===== src/cpc_regs.svh =====
// Register offsets, field positions, masks and reset values of the page 1 configuration bank.
// Assumes inclusion by bare name from any design file that needs the map.
`ifndef CPC_REGS_SVH
`define CPC_REGS_SVH

// Page that holds this bank; the page register itself lives outside the bank
`define CPC_PAGE_SEL 8'h01

// Offsets within the page
`define CPC_FILTER_UPDATE_CFG_OFF 8'h03
`define CPC_SERIAL_CLOCK_CFG_OFF 8'h0D
`define CPC_ADC_CHANNEL_POWER_CFG_OFF 8'h0E

// Reset values
`define CPC_FILTER_UPDATE_CFG_RST 8'h00
`define CPC_SERIAL_CLOCK_CFG_RST 8'h00
`define CPC_ADC_CHANNEL_POWER_CFG_RST 8'h00

// Writable bits; every other bit is reserved, read only, reads zero
`define CPC_FILTER_UPDATE_CFG_WMASK 8'h01
`define CPC_SERIAL_CLOCK_CFG_WMASK 8'hC6
`define CPC_ADC_CHANNEL_POWER_CFG_WMASK 8'hF8

// filter_update_cfg fields
`define CPC_RUNTIME_BIQUAD_UPDATE_EN_BIT 0

// serial_clock_cfg fields
`define CPC_PRIMARY_ROLE_OVERRIDE_BIT 7
`define CPC_SECONDARY_ROLE_OVERRIDE_BIT 6
`define CPC_PRIMARY_INTERNAL_FRAMESYNC_BIT 2
`define CPC_SECONDARY_INTERNAL_FRAMESYNC_BIT 1

// adc_channel_power_cfg fields
`define CPC_ADC_CUSTOM_MAXCH_FORCE_BIT 7
`define CPC_ADC_CUSTOM_CHANNEL_MASK_MSB 6
`define CPC_ADC_CUSTOM_CHANNEL_MASK_LSB 3

`endif


===== src/cpc_pkg.sv =====
// Types shared by the page 1 configuration bank and its port role resolver.
// Assumes nothing of its surroundings.
`default_nettype none

package cpc_pkg;

    // Resolved role of one audio serial port
    typedef enum logic [1:0] {
        CPC_ROLE_TARGET = 2'b00,
        CPC_ROLE_CONTROLLER = 2'b01,
        CPC_ROLE_OVR_BCLK_IN = 2'b10,
        CPC_ROLE_OVR_BCLK_OUT = 2'b11
    } cpc_role_t;

endpackage

`default_nettype wire


===== src/cpc_config_bank.sv =====
// Page 1 configuration bank: filter update enable, serial port role override, ADC custom max channels.
// Assumes a control bus decoder (I2C or SPI) that presents one byte access per cycle on mclk,
// and the page register held outside, presented on reg_page.
//
// Behaviour
// - Bit 0 set permits runtime biquad changes.
// - Primary override clear: role from controller bit.
// - Primary override: no autodetect, split clock directions.
// - Secondary override clear: role from controller bit.
// - Secondary override: no autodetect, split clock directions.
// - Primary controller uses internal frame sync when bit 2.
// - Secondary controller uses internal frame sync when bit 1.
// - Bit 7 picks custom over standard max channels.
// - Custom mask bit 6 is channel four, 3 one.
// - Offsets decode only within the selected page.
`timescale 1ns/1ps
`default_nettype none
`include "cpc_regs.svh"

module cpc_config_bank (
    // Clock and reset
    input wire logic mclk,
    input wire logic nrst,
    // Register access from the control bus decoder
    input wire logic [7:0] reg_page,
    input wire logic [7:0] reg_addr,
    input wire logic reg_wr,
    input wire logic [7:0] reg_wdata,
    input wire logic reg_rd,
    output logic [7:0] reg_rdata,
    output logic reg_rd_valid,
    output logic reg_hit,
    // Filter datapath
    input wire logic biquad_coef_wr_req,
    input wire logic audio_running,
    output logic runtime_biquad_update_en,
    output logic biquad_coef_wr_allow,
    // Primary audio port
    input wire logic primary_controller_sel,
    output logic primary_bclk_oe,
    output logic primary_frame_sync_oe,
    output logic primary_autodetect_en,
    output logic primary_frame_sync_internal,
    // Secondary audio port
    input wire logic secondary_controller_sel,
    output logic secondary_bclk_oe,
    output logic secondary_frame_sync_oe,
    output logic secondary_autodetect_en,
    output logic secondary_frame_sync_internal,
    // ADC dynamic channel power
    input wire logic adc_dynamic_mode,
    input wire logic [3:0] adc_standard_maxch_select,
    output logic adc_custom_maxch_force,
    output logic channel_one_enable,
    output logic channel_two_enable,
    output logic channel_three_enable,
    output logic channel_four_enable
);

    logic [7:0] filter_update_cfg_reg;
    logic [7:0] serial_clock_cfg_reg;
    logic [7:0] adc_channel_power_cfg_reg;
    logic page_hit;
    logic sel_filter;
    logic sel_clock;
    logic sel_channel;
    logic [7:0] rdata_next;
    logic [3:0] custom_mask;
    logic [3:0] max_channel_next;
    logic prim_bclk_drive;
    logic prim_fs_drive;
    logic prim_autodet;
    logic prim_int_fs;
    logic sec_bclk_drive;
    logic sec_fs_drive;
    logic sec_autodet;
    logic sec_int_fs;
    cpc_pkg::cpc_role_t prim_role;
    cpc_pkg::cpc_role_t sec_role;

    // Address decode; other pages never touch this bank
    assign page_hit = (reg_page == `CPC_PAGE_SEL);
    assign sel_filter = page_hit && (reg_addr == `CPC_FILTER_UPDATE_CFG_OFF);
    assign sel_clock = page_hit && (reg_addr == `CPC_SERIAL_CLOCK_CFG_OFF);
    assign sel_channel = page_hit && (reg_addr == `CPC_ADC_CHANNEL_POWER_CFG_OFF);

    // Register writes; reserved positions are masked so they hold their reset value
    always_ff @(posedge mclk) begin
        if (!nrst) begin
            filter_update_cfg_reg <= `CPC_FILTER_UPDATE_CFG_RST;
        end else if (reg_wr && sel_filter) begin
            filter_update_cfg_reg <= reg_wdata & `CPC_FILTER_UPDATE_CFG_WMASK;
        end
    end

    always_ff @(posedge mclk) begin
        if (!nrst) begin
            serial_clock_cfg_reg <= `CPC_SERIAL_CLOCK_CFG_RST;
        end else if (reg_wr && sel_clock) begin
            serial_clock_cfg_reg <= reg_wdata & `CPC_SERIAL_CLOCK_CFG_WMASK;
        end
    end

    always_ff @(posedge mclk) begin
        if (!nrst) begin
            adc_channel_power_cfg_reg <= `CPC_ADC_CHANNEL_POWER_CFG_RST;
        end else if (reg_wr && sel_channel) begin
            adc_channel_power_cfg_reg <= reg_wdata & `CPC_ADC_CHANNEL_POWER_CFG_WMASK;
        end
    end

    // Read mux; unmapped offsets and foreign pages read zero
    always_comb begin
        rdata_next = 8'h00;
        if (sel_filter) begin
            rdata_next = filter_update_cfg_reg;
        end else if (sel_clock) begin
            rdata_next = serial_clock_cfg_reg;
        end else if (sel_channel) begin
            rdata_next = adc_channel_power_cfg_reg;
        end
    end

    always_ff @(posedge mclk) begin
        if (!nrst) begin
            reg_rdata <= 8'h00;
            reg_rd_valid <= 1'b0;
            reg_hit <= 1'b0;
        end else begin
            reg_rd_valid <= reg_rd;
            reg_hit <= (reg_rd || reg_wr) && (sel_filter || sel_clock || sel_channel);
            if (reg_rd) begin
                reg_rdata <= rdata_next;
            end
        end
    end

    // Coefficient updates while audio runs need the runtime permission
    always_ff @(posedge mclk) begin
        if (!nrst) begin
            runtime_biquad_update_en <= 1'b0;
            biquad_coef_wr_allow <= 1'b0;
        end else begin
            runtime_biquad_update_en <= filter_update_cfg_reg[`CPC_RUNTIME_BIQUAD_UPDATE_EN_BIT];
            biquad_coef_wr_allow <= biquad_coef_wr_req &&
                (!audio_running || filter_update_cfg_reg[`CPC_RUNTIME_BIQUAD_UPDATE_EN_BIT]);
        end
    end

    cpc_port_role u_primary_role (
        .role_override(serial_clock_cfg_reg[`CPC_PRIMARY_ROLE_OVERRIDE_BIT]),
        .controller_sel(primary_controller_sel),
        .internal_framesync(serial_clock_cfg_reg[`CPC_PRIMARY_INTERNAL_FRAMESYNC_BIT]),
        .role(prim_role),
        .bclk_drive(prim_bclk_drive),
        .frame_sync_drive(prim_fs_drive),
        .autodetect_en(prim_autodet),
        .use_internal_frame_sync(prim_int_fs)
    );

    cpc_port_role u_secondary_role (
        .role_override(serial_clock_cfg_reg[`CPC_SECONDARY_ROLE_OVERRIDE_BIT]),
        .controller_sel(secondary_controller_sel),
        .internal_framesync(serial_clock_cfg_reg[`CPC_SECONDARY_INTERNAL_FRAMESYNC_BIT]),
        .role(sec_role),
        .bclk_drive(sec_bclk_drive),
        .frame_sync_drive(sec_fs_drive),
        .autodetect_en(sec_autodet),
        .use_internal_frame_sync(sec_int_fs)
    );

    // Primary port directions, registered so pad enables never glitch
    always_ff @(posedge mclk) begin
        if (!nrst) begin
            primary_bclk_oe <= 1'b0;
            primary_frame_sync_oe <= 1'b0;
            primary_autodetect_en <= 1'b1;
            primary_frame_sync_internal <= 1'b0;
        end else begin
            primary_bclk_oe <= prim_bclk_drive;
            primary_frame_sync_oe <= prim_fs_drive;
            primary_autodetect_en <= prim_autodet;
            // A split role with bit clock out takes frame sync from outside
            primary_frame_sync_internal <= prim_int_fs && (prim_role == cpc_pkg::CPC_ROLE_CONTROLLER);
        end
    end

    always_ff @(posedge mclk) begin
        if (!nrst) begin
            secondary_bclk_oe <= 1'b0;
            secondary_frame_sync_oe <= 1'b0;
            secondary_autodetect_en <= 1'b1;
            secondary_frame_sync_internal <= 1'b0;
        end else begin
            secondary_bclk_oe <= sec_bclk_drive;
            secondary_frame_sync_oe <= sec_fs_drive;
            secondary_autodetect_en <= sec_autodet;
            secondary_frame_sync_internal <= sec_int_fs && (sec_role == cpc_pkg::CPC_ROLE_CONTROLLER);
        end
    end

    // ADC maximum channel set; outside dynamic mode every channel enable is cleared here
    assign custom_mask = adc_channel_power_cfg_reg[`CPC_ADC_CUSTOM_CHANNEL_MASK_MSB:`CPC_ADC_CUSTOM_CHANNEL_MASK_LSB];

    always_comb begin
        if (!adc_dynamic_mode) begin
            max_channel_next = 4'h0;
        end else if (adc_channel_power_cfg_reg[`CPC_ADC_CUSTOM_MAXCH_FORCE_BIT]) begin
            max_channel_next = custom_mask;
        end else begin
            max_channel_next = adc_standard_maxch_select;
        end
    end

    always_ff @(posedge mclk) begin
        if (!nrst) begin
            adc_custom_maxch_force <= 1'b0;
            channel_one_enable <= 1'b0;
            channel_two_enable <= 1'b0;
            channel_three_enable <= 1'b0;
            channel_four_enable <= 1'b0;
        end else begin
            adc_custom_maxch_force <= adc_channel_power_cfg_reg[`CPC_ADC_CUSTOM_MAXCH_FORCE_BIT];
            channel_one_enable <= max_channel_next[0];
            channel_two_enable <= max_channel_next[1];
            channel_three_enable <= max_channel_next[2];
            channel_four_enable <= max_channel_next[3];
        end
    end

endmodule // cpc_config_bank

`default_nettype wire


===== src/cpc_port_role.sv =====
// Resolves the bit clock and frame sync direction of one audio serial port.
// Assumes its inputs are stable register fields in the mclk domain; purely combinational.
`timescale 1ns/1ps
`default_nettype none

module cpc_port_role (
    // Configuration fields
    input wire logic role_override,
    input wire logic controller_sel,
    input wire logic internal_framesync,
    // Resolved behaviour
    output cpc_pkg::cpc_role_t role,
    output logic bclk_drive,
    output logic frame_sync_drive,
    output logic autodetect_en,
    output logic use_internal_frame_sync
);

    always_comb begin
        unique case ({role_override, controller_sel})
            2'b00: role = cpc_pkg::CPC_ROLE_TARGET;
            2'b01: role = cpc_pkg::CPC_ROLE_CONTROLLER;
            2'b10: role = cpc_pkg::CPC_ROLE_OVR_BCLK_IN;
            2'b11: role = cpc_pkg::CPC_ROLE_OVR_BCLK_OUT;
        endcase
    end

    always_comb begin
        bclk_drive = 1'b0;
        frame_sync_drive = 1'b0;
        autodetect_en = 1'b1;
        unique case (role)
            cpc_pkg::CPC_ROLE_TARGET: begin
                bclk_drive = 1'b0;
                frame_sync_drive = 1'b0;
            end
            cpc_pkg::CPC_ROLE_CONTROLLER: begin
                bclk_drive = 1'b1;
                frame_sync_drive = 1'b1;
            end
            // Split roles cannot be auto-detected, so detection is off
            cpc_pkg::CPC_ROLE_OVR_BCLK_IN: begin
                bclk_drive = 1'b0;
                frame_sync_drive = 1'b1;
                autodetect_en = 1'b0;
            end
            cpc_pkg::CPC_ROLE_OVR_BCLK_OUT: begin
                bclk_drive = 1'b1;
                frame_sync_drive = 1'b0;
                autodetect_en = 1'b0;
            end
        endcase
    end

    // Internal frame sync only matters while the port drives its bit clock as controller
    assign use_internal_frame_sync = controller_sel & internal_framesync;

endmodule // cpc_port_role

`default_nettype wire


===== config.mk =====
export PLATFORM = sky130hd
export DESIGN_NAME = cpc_config_bank
export DESIGN_NICKNAME = d
export VERILOG_FILES = /design/src/cpc_pkg.sv /design/src/cpc_config_bank.sv /design/src/cpc_port_role.sv
export VERILOG_INCLUDE_DIRS = /design/src /design/src/src
export SDC_FILE = /design/constraint.sdc
export NUM_CORES = 1
export LEC_CHECK = 0
export BUFFER_PORTS_ARGS = -buffer_cell sky130_fd_sc_hd__buf_2
export CORE_ASPECT_RATIO = 1.1
export CORE_MARGIN = 3
export CORE_UTILIZATION = 42
export DETAILED_ROUTE_END_ITERATION = 8
export GPL_TIMING_DRIVEN = 0
export PLACE_DENSITY = 0.87
export SETUP_SLACK_MARGIN = 0.3
export SLEW_MARGIN = 0
export SYNTH_ARGS = -nofsm -noshare
export SYNTH_HDL_FRONTEND = slang
export SYNTH_SLANG_ARGS = --single-unit

===== constraint.sdc =====
create_clock -name mclk -period 1.4 [get_ports mclk]
set_input_delay 0 -clock mclk [delete_from_list [all_inputs] [get_ports mclk]]
set_output_delay 0 -clock mclk [all_outputs]
set_load 0.05 [all_outputs]

==> metrics, run 1 <==
outcome complete, no violations; Worst R2R Start serial_clock_cfg_reg[6]; Num CTS Buffers 5; pin count of the biggest net entering global routing 11; Worst Path Required 1630 ps; critical path startpoint reg_addr[5]; register bit total from synthesis 35; Inst Count DP 261; Final nets 296; Synth Warn # 0; Hold Vio Cnt, Final 0; Tmin final 1390 ps; diodes inserted 0; Worst Max-Slew Pin Slew 534 ps; initial antenna violation count 0; FF+latch area 701 µm²; unrepaired setup endpoints after global routing yes; post-synth net total 197; Clk Latency, worst-skew pair 340 ps; H-tree Lvls 2; vias in the first global route 1353; routability cong. 0.817; TritonRoute pass-1 iters 4; Placed Area 1820 µm²; multi-input combinational cell area 757 µm²; Worst EP arrival 1610 ps; Post-Layout Cell Count 300; core area 3180 µm²; Max-Cap Viols 0; CP Class in -> reg; Fillers 232; CTS tree done; Synth top area share 0.484; most frequent cell after synthesis dfxtp_1; Async SR Flop Fraction 0; Clock Tree Root clkbuf_4; Syn Inst Count 154; Starting Density 0.455; DRT iter0 DRCs 41; Final period util 0.990; Worst-path clk slew 100 ps; DP HPWL 2550 µm; Clock Skew 6.20 ps; ys flop type dfxtp_1; EDFF count, synth 0; fin area 2320 µm²; GRT Residual Overflow 0; max FFs per register 8; Leakage Power 1.05 nW; # setup viols final 0; GRT Overall Usage 0.191; Max FO, Critical Path 5; count of buffers from port buffering 61; die area 4180 µm²; Slew headroom 0.644; Routed WL 3940 µm; power density cells 820 nW/µm²; synthesized cell area 1450 µm²; Seq/Total Area, Yosys 0.484; Peak Freq 0.722 GHz; Die Y 67.5 µm; fin. max-slew vios 0; Wirelength per Cell 13.1 µm; IO Pins 62; share of cells above drive strength 1 0.421; Sinks on Clock Net 35; Post-route DRC 0; clk buf depth 2; site row count 21; die width 62.0 µm; Detail Route Antenna Nets 0; worst min path class in -> reg; area grow syn2layout 60.6%; Setup crit end kind flop; first-pass GRT wire length 5830 µm; CP startpoint kind input port; top cells by count, synth 35 x dfxtp_1, 15 x a21oi_1, 15 x nand3_1; count of cell types in the netlist 30; setup TNS 0 ps; Via Count 1506; drt via density 5.02; cell taking the most area after synthesis dfxtp_1; Worst Hold Launch reg_addr[3]; largest cells by area after synthesis dfxtp_1 48%, a21oi_1 5.2%, ha_1 5.2%, nand3_1 5.2%, mux2i_1 3.5%; syn_area_per_cell 9.39 µm²; VDD IR-drop max 0.554 mV
layout by cell type, fill, tap and decap left out, types with 6 or more instances in the layout:
cell type / n
o21ai_2: 6
a21oi_1: 12
dlygate4sd3_1: 19
nor2_1: 12
inv_1: 7
clkbuf_1: 6
nand2_1: 8
ha_1: 6
nand3_1: 11
buf_2: 58
buf_6: 6
dfxtp_1: 35
buf_4: 7
final timing paths:
path	to	slack, ps	cells past startpoint
worst max-delay path	serial_clock_cfg_reg[7]	10	6
worst min-delay path	filter_update_cfg_reg[0]	50	4
worst max register to register	secondary_bclk_oe	420	4
worst min register to register	reg_rdata[2]	470	1
layout make-up:
cell class,instances,area share
well taps,46,0.0248
inverters,8,0.0129
repair buffers,92,0.276
multi-input cells,102,0.326
plain buffers,9,0.0296
flip-flops and latches,35,0.302
clock buffers,8,0.0296
where the power goes:
part / switching (W) / total [W] / internal (W)
clock network: 0.000326 / 0.000621 / 0.000295
logic: 0.000149 / 0.000274 / 0.000125
registers: 0.00000213 / 0.00101 / 0.00101
total: 0.000477 / 0.00191 / 0.00143
worst max-delay path: stages:
cell and delay, ps:
buf_6 90, or4_4 530, buf_8 150, or4_4 580, o21ai_1 170, a21oi_1 100
cell families (layout without fill, tap and decap cells):
logic type | after synthesis | after routing | synth area share
buffers and inverters | 17 | 117 | 0.0528
muxes | 5 | 5 | 0.0346
DFF | 35 | 35 | 0.484
adders and majority gates | 6 | 6 | 0.0519
AOI/OAI and AO/OA | 32 | 32 | 0.123
and+or+nand+nor | 59 | 59 | 0.253
repair_timing:
item                       4_1_cts  5_1_grt
gates cloned                     0        0
pin swaps                        8       11
gates resized for setup         10       22
hold buffers                    19        0
hold endpoints to repair        18        0
setup buffers                    7        5
setup endpoints to repair       19       27
per-stage QoR:
| stage | total power [W] | hold WS (ps) | util | worst slack (ps) |
|---|---|---|---|---|
| 2_1_floorplan | 0.00114 | 91.1 | - | -132 |
| 4_1_cts | 0.00189 | 38.2 | 0.693 | 54.5 |
| 5_1_grt | 0.00198 | 66.4 | 0.731 | 22.0 |
| 3_5_place_dp | 0.00123 | 182 | 0.571 | -329 |
| 3_3_place_gp | 0.00123 | 184 | 0.571 | -290 |
| 6_report | 0.00191 | 48.7 | 0.731 | 14.3 |
metal layers:
layer	global-route usage	up-vias	routed length, µm
met5	0	-	0
met4	0.0849	0	94
met3	0.0593	10	281
met2	0.325	67	2040
met1	0.212	679	1530
li1	-	750	-
No activity file was read; power rests on OpenSTA's default activity.
==> run 2: changes to the inputs <==
--- a/config.mk
+++ b/config.mk
@@ -9,10 +9,10 @@
 export BUFFER_PORTS_ARGS = -buffer_cell sky130_fd_sc_hd__buf_2
 export CORE_ASPECT_RATIO = 1.1
 export CORE_MARGIN = 3
-export CORE_UTILIZATION = 42
+export CORE_UTILIZATION = 46
 export DETAILED_ROUTE_END_ITERATION = 8
 export GPL_TIMING_DRIVEN = 0
-export PLACE_DENSITY = 0.87
+export PLACE_DENSITY = 0.9
 export SETUP_SLACK_MARGIN = 0.3
 export SLEW_MARGIN = 0
 export SYNTH_ARGS = -nofsm -noshare
==> constraint.sdc (replaced) <==
create_clock -name mclk -period 1.55 [get_ports mclk]
set_input_delay 0 -clock mclk [delete_from_list [all_inputs] [get_ports mclk]]
set_output_delay 0 -clock mclk [all_outputs]
set_load 0.05 [all_outputs]
==> run 2 against run 1 <==
Clock-buffer cell count is 1 lower. Via count is 0.40% lower. Sequential power is 9.6% lower. Clock power is 25% lower. Combinational power is 16% lower. Largest cell class unchanged. Largest power group unchanged.
==> metrics, run 2 (synthesized netlist as in run 1, its figures left out) <==
fin. max-slew vios 0 (unchanged); setup TNS 0 ps (unchanged); Max-Cap Viols 0 (unchanged); Post-Layout Cell Count 280 (-6.7%); Worst R2R Start filter_update_cfg_reg[0]; R2R Setup Slk 410 ps (about the same); diodes inserted 0 (unchanged); Die Y 64.8 µm (-4.0%); Final nets 289 (-2.4%); Worst Max-Slew Pin Slew 498 ps (-35.4 ps); CP Class in -> reg; Wirelength per Cell 14.1 µm (+7.6%); count of buffers from port buffering 61 (unchanged); die area 3850 µm² (-7.9%); Routed WL 3960 µm (+0.41%); power density cells 750 nW/µm² (-8.5%); Clock Skew 8.12 ps (+1.92 ps); initial antenna violation count 0 (unchanged); VDD IR-drop max 0.701 mV (+27%); area grow syn2layout 48.5%; die width 59.5 µm (-4.0%); Inst Count DP 248 (-5.0%); first-pass GRT wire length 6000 µm (+2.8%); unrepaired setup endpoints after global routing yes; max incr delay on CP 570 ps (about the same); reg2reg path depth 3 (-1); routability cong. 0.827 (+1.1%); Fin Hold WS 22.8 ps (-25.9 ps); Setup crit end kind flop; Sinks on Clock Net 35 (unchanged); Leakage Power 0.967 nW (-7.8%); CP bufs+invs 2 (unchanged); H-tree Lvls 2 (unchanged); Fillers 195 (-16%); Core Util, Final 0.747 (+0.0157); Stages on worst setup path 6 (unchanged); most common cell after layout, fill and taps aside buf_2; max FFs per register 8 (unchanged); drt via density 5.36 (+6.7%); DP HPWL 2550 µm (about the same); Slew headroom 0.668 (+0.0236); Worst Path Required 1780 ps (+150 ps); CP cell instances buf_6, or4_4, buf_6, or4_4, o21ai_1, a21oi_2; Critical-path top delay cell or4_4; Via Count 1500 (-0.40%); Top Family by Delay on Critical Path simple AND/OR/NAND/NOR gates; TritonRoute pass-1 iters 5 (+1); CTS tree done; Worst-path clk slew 100 ps (about the same); core area 2880 µm² (-9.5%); Tmin final 1350 ps; outcome complete, no violations; Post-route DRC 0 (unchanged); clk buf depth 2 (unchanged); Clk Latency, worst-skew pair 340 ps (about the same); Starting Density 0.503 (+0.0477); worst min path class in -> reg; share of cells above drive strength 1 0.360 (-0.0609); multi-input combinational cell area 711 µm² (-6.1%); # setup viols final 0 (unchanged); WHS Path Cells 4 (unchanged); RR Endpoint biquad_coef_wr_allow; Worst EP arrival 1580 ps (-30 ps); DRT iter0 DRCs 36 (-12%); Peak Freq 0.738 GHz; GRT Residual Overflow 0 (unchanged); Hold Vio Cnt, Final 0 (unchanged); Detail Route Antenna Nets 0 (unchanged); Max FO, Critical Path 7 (+2); Hold Path Sink reg_rdata[0]; vias in the first global route 1396 (+3.2%); GRT Overall Usage 0.208 (+0.0173); Worst Hold Launch reg_addr[3]; Num CTS Buffers 5 (unchanged); Final period util 0.874; site row count 20 (-4.8%); Clock Tree Root clkbuf_4; most frequent cells in the layout 58 x buf_2, 35 x dfxtp_1, 19 x dlygate4sd3_1; Total Power 0.00161 W (-15%); IO Pins 62 (unchanged); pin count of the biggest net entering global routing 11 (unchanged); FF+latch area 701 µm² (unchanged); CP startpoint kind input port
## run 2: worst max-delay path by stage
stage                startpoint                      endpoint  slack, ps
floorplan           reg_addr[5]  adc_channel_power_cfg_reg[3]         20
global placement    reg_addr[5]  adc_channel_power_cfg_reg[4]       -140
detailed placement  reg_addr[5]  adc_channel_power_cfg_reg[4]       -160
CTS                 reg_page[6]  adc_channel_power_cfg_reg[5]        220
global route        reg_page[5]  adc_channel_power_cfg_reg[3]        160
finish              reg_page[5]  adc_channel_power_cfg_reg[7]        200
## run 2: per-layer routing
metal / track usage / share of wire / wire length (µm) / vias to the layer above
li1: - / - / - / 736
met1: 0.221 / 0.38 / 1490 / 680
met2: 0.374 / 0.52 / 2070 / 74
met3: 0.0498 / 0.078 / 307 / 10
met4: 0.0935 / 0.024 / 95 / 0
met5: 0 / 0 / 0 / -
## run 2: area by class of cell
| cell class | instances | share of cell area |
|---|---|---|
| Multi-Input combinational cell | 102 | 0.331 |
| Sequential cell | 35 | 0.326 |
| Timing Repair Buffer | 85 | 0.262 |
| Buffer | 9 | 0.0245 |
| Clock buffer | 7 | 0.0210 |
| Tap cell | 33 | 0.0192 |
| Inverter | 8 | 0.0140 |
| Clock inverter | 1 | 0.00233 |
## run 2: power breakdown
group	switching [W]	total (W)	internal, W
logic	0.000129	0.000231	0.000102
clock network	0.000291	0.000468	0.000177
registers	0.00000234	0.000913	0.000911
## run 2: what timing repair did
item	in CTS	in global routing
resized for setup	4	12
hold buffers	19	0
pin swaps	10	8
setup endpoints to repair	9	14
buffers inserted	3	2
endpoints found under the hold margin	18	0
## run 2: worst min-delay path, delay by kind of cell
kind / cells / cell delay, ps
compound gates: 1 / 60
simple gates: 2 / 140
buf+inv: 1 / 120
## run 2: through the flow
step	area, µm²	setup slack [ps]
floorplan	1450	17.9
global placement	1800	-139
detailed placement	1800	-158
CTS	2080	221
global route	2150	159
finish	2150	195
==> run 3: changes to the inputs <==
--- a/config.mk
+++ b/config.mk
@@ -12,7 +12,8 @@
 export CORE_UTILIZATION = 46
 export DETAILED_ROUTE_END_ITERATION = 8
 export GPL_TIMING_DRIVEN = 0
-export PLACE_DENSITY = 0.9
+export PLACE_DENSITY = 0.78
+export REMOVE_ABC_BUFFERS = 1
 export SETUP_SLACK_MARGIN = 0.3
 export SLEW_MARGIN = 0
 export SYNTH_ARGS = -nofsm -noshare
==> run 3 against run 2 <==
First-iteration DRC count up 97%. Clock skew down 4.6 ps. Maximum frequency increased by 3.3%. Largest cell class unchanged. Largest power group unchanged.
==> metrics, run 3 (synthesized netlist as in run 1, its figures left out) <==
outcome complete, no violations; Sinks on Clock Net 35 (unchanged); Detail Route Antenna Nets 0 (unchanged); # setup viols final 0 (unchanged); CP startpoint kind input port; Worst Max-Slew Pin Slew 529 ps (+30.4 ps); Post-route DRC 0 (unchanged); GRT Residual Overflow 0 (unchanged); Final nets 286 (-1.0%); unrepaired setup endpoints after global routing yes; IO Pins 62 (unchanged); Core Util, Final 0.751 (+0.00478); Max FO, Critical Path 6 (-1); P_int 0.00119 W (+0.43%); P_sw 0.000417 W (-1.5%); Worst EP arrival 1530 ps (-50 ps); share of cells above drive strength 1 0.373 (+0.0126); Clock Tree Root clkbuf_4; Total Power 0.00161 W (about the same); Setup WS pre-CTS -272 ps (-113 ps); Sw Ratio 0.259 (-0.00366); most frequent cells in the layout 57 x buf_2, 35 x dfxtp_1, 20 x dlygate4sd3_1; GRT Overall Usage 0.224 (+0.0164); diodes inserted 0 (unchanged); Die Y 64.8 µm (unchanged); Setup crit end kind flop; Max-Cap Viols 0 (unchanged); VDD IR-drop max 0.614 mV (-12%); fin area 2160 µm² (+0.64%); Clk Latency, worst-skew pair 340 ps (about the same); Worst Path Required 1760 ps (-20 ps); vias in the first global route 1516 (+8.6%); Leakage Power 0.979 nW (+1.2%); met2 wire len 2120 µm (+2.7%); H-tree Lvls 2 (unchanged); clock share of power 0.286 (-0.004); CP Class in -> reg; drt via density 5.40 (+0.88%); first-pass GRT wire length 6620 µm (+10%); Final period util 0.846 (-0.0279); Hold Vio Cnt, Final 0 (unchanged); Tmin final 1310 ps (-43.3 ps); initial antenna violation count 0 (unchanged); die width 59.5 µm (unchanged); Num CTS Buffers 5 (unchanged); wire length on met1 1590 µm (+6.8%); Worst-path clk slew 100 ps (about the same); Peak Freq 0.763 GHz (+3.3%); power density cells 745 nW/µm² (-0.70%); site row count 20 (unchanged); met3 WL post-DR 273 µm (-11%); TritonRoute pass-1 iters 4 (-1); Comb power frac 0.147 (+0.004); Routed WL 4090 µm (+3.5%); Seq pwr share 0.567 (about the same); fin. max-slew vios 0 (unchanged); Placed Area 1750 µm² (-3.0%); area grow syn2layout 49.5%; CTS tree done; PnR worst setup slack 239 ps (+43.3 ps); Fin Hold WS 23.7 ps (+0.914 ps); pin count of the biggest net entering global routing 19 (+8); most common cell after layout, fill and taps aside buf_2; Top Layer Used met4; routability cong. 0.821 (-0.73%); Slew headroom 0.644 (-0.0235); DRT iter0 DRCs 71 (+97%); max FFs per register 8 (unchanged); core area 2880 µm² (unchanged); worst min path class in -> reg; Clock Skew 3.57 ps (-4.55 ps); DP HPWL 2590 µm (+1.4%); Via Count 1497 (-0.20%); Wirelength per Cell 14.8 µm (+4.6%); Starting Density 0.503 (unchanged); die area 3850 µm² (unchanged); count of buffers from port buffering 61 (unchanged); clk buf depth 2 (unchanged)
## run 3: what timing repair did
| item | CTS | global route |
|---|---|---|
| setup buffers | 8 | 2 |
| endpoints found under the setup margin | 13 | 15 |
| hold buffers | 19 | 1 |
| pin swaps | 9 | 8 |
| gates resized for setup | 7 | 9 |
| hold endpoints to repair | 20 | 2 |
## run 3: stage by stage
step	cells	setup TNS [ps]
after floorplan	145	-431
after global placement	239	-2130
after detailed placement	239	-2680
after CTS	274	0
after global routing	277	0
final	277	0
## run 3: power groups by stage
stage	clock [W]	combinational (W)	sequential, W
4_1_cts	0.000475	0.000223	0.000914
2_1_floorplan	0	0.0000427	0.000978
6_report	0.000461	0.000237	0.000914
3_5_place_dp	0	0.000170	0.000934
5_1_grt	0.000512	0.000255	0.000915
3_3_place_gp	0	0.000166	0.000933
## run 3: path summary, 6_finish.rpt
check                           startpoint                  endpoint  slack (ps)  depth (start not counted)
hold / removal                        nrst  runtime_biquad_update_en          20                          3
setup / recovery               reg_page[1]   serial_clock_cfg_reg[6]         240                          5
setup reg to reg  filter_update_cfg_reg[0]      biquad_coef_wr_allow         400                          3
hold reg to reg               reg_rdata[7]              reg_rdata[7]         480                          2
## run 3: worst max-delay path, stage by stage
cell     delay (ps)
buf_6            90
or4b_4          580
or4_4           610
o21ai_2         170
a21oi_1          90
## run 3: final cells by class
class,count,area [µm²]
flip-flops and latches,35,701
clock inverters,1,5.00
fillers,209,716
multi-input cells,102,711
well taps,33,41.3
repair buffers,91,629
inverters,8,30.0
clock buffers,7,45.0
## run 3: routing by layer
layer / track usage / vias to the layer above
li1: - / 729
met1: 0.248 / 695
met2: 0.389 / 63
met3: 0.0598 / 10
met4: 0.102 / 0
met5: 0 / -
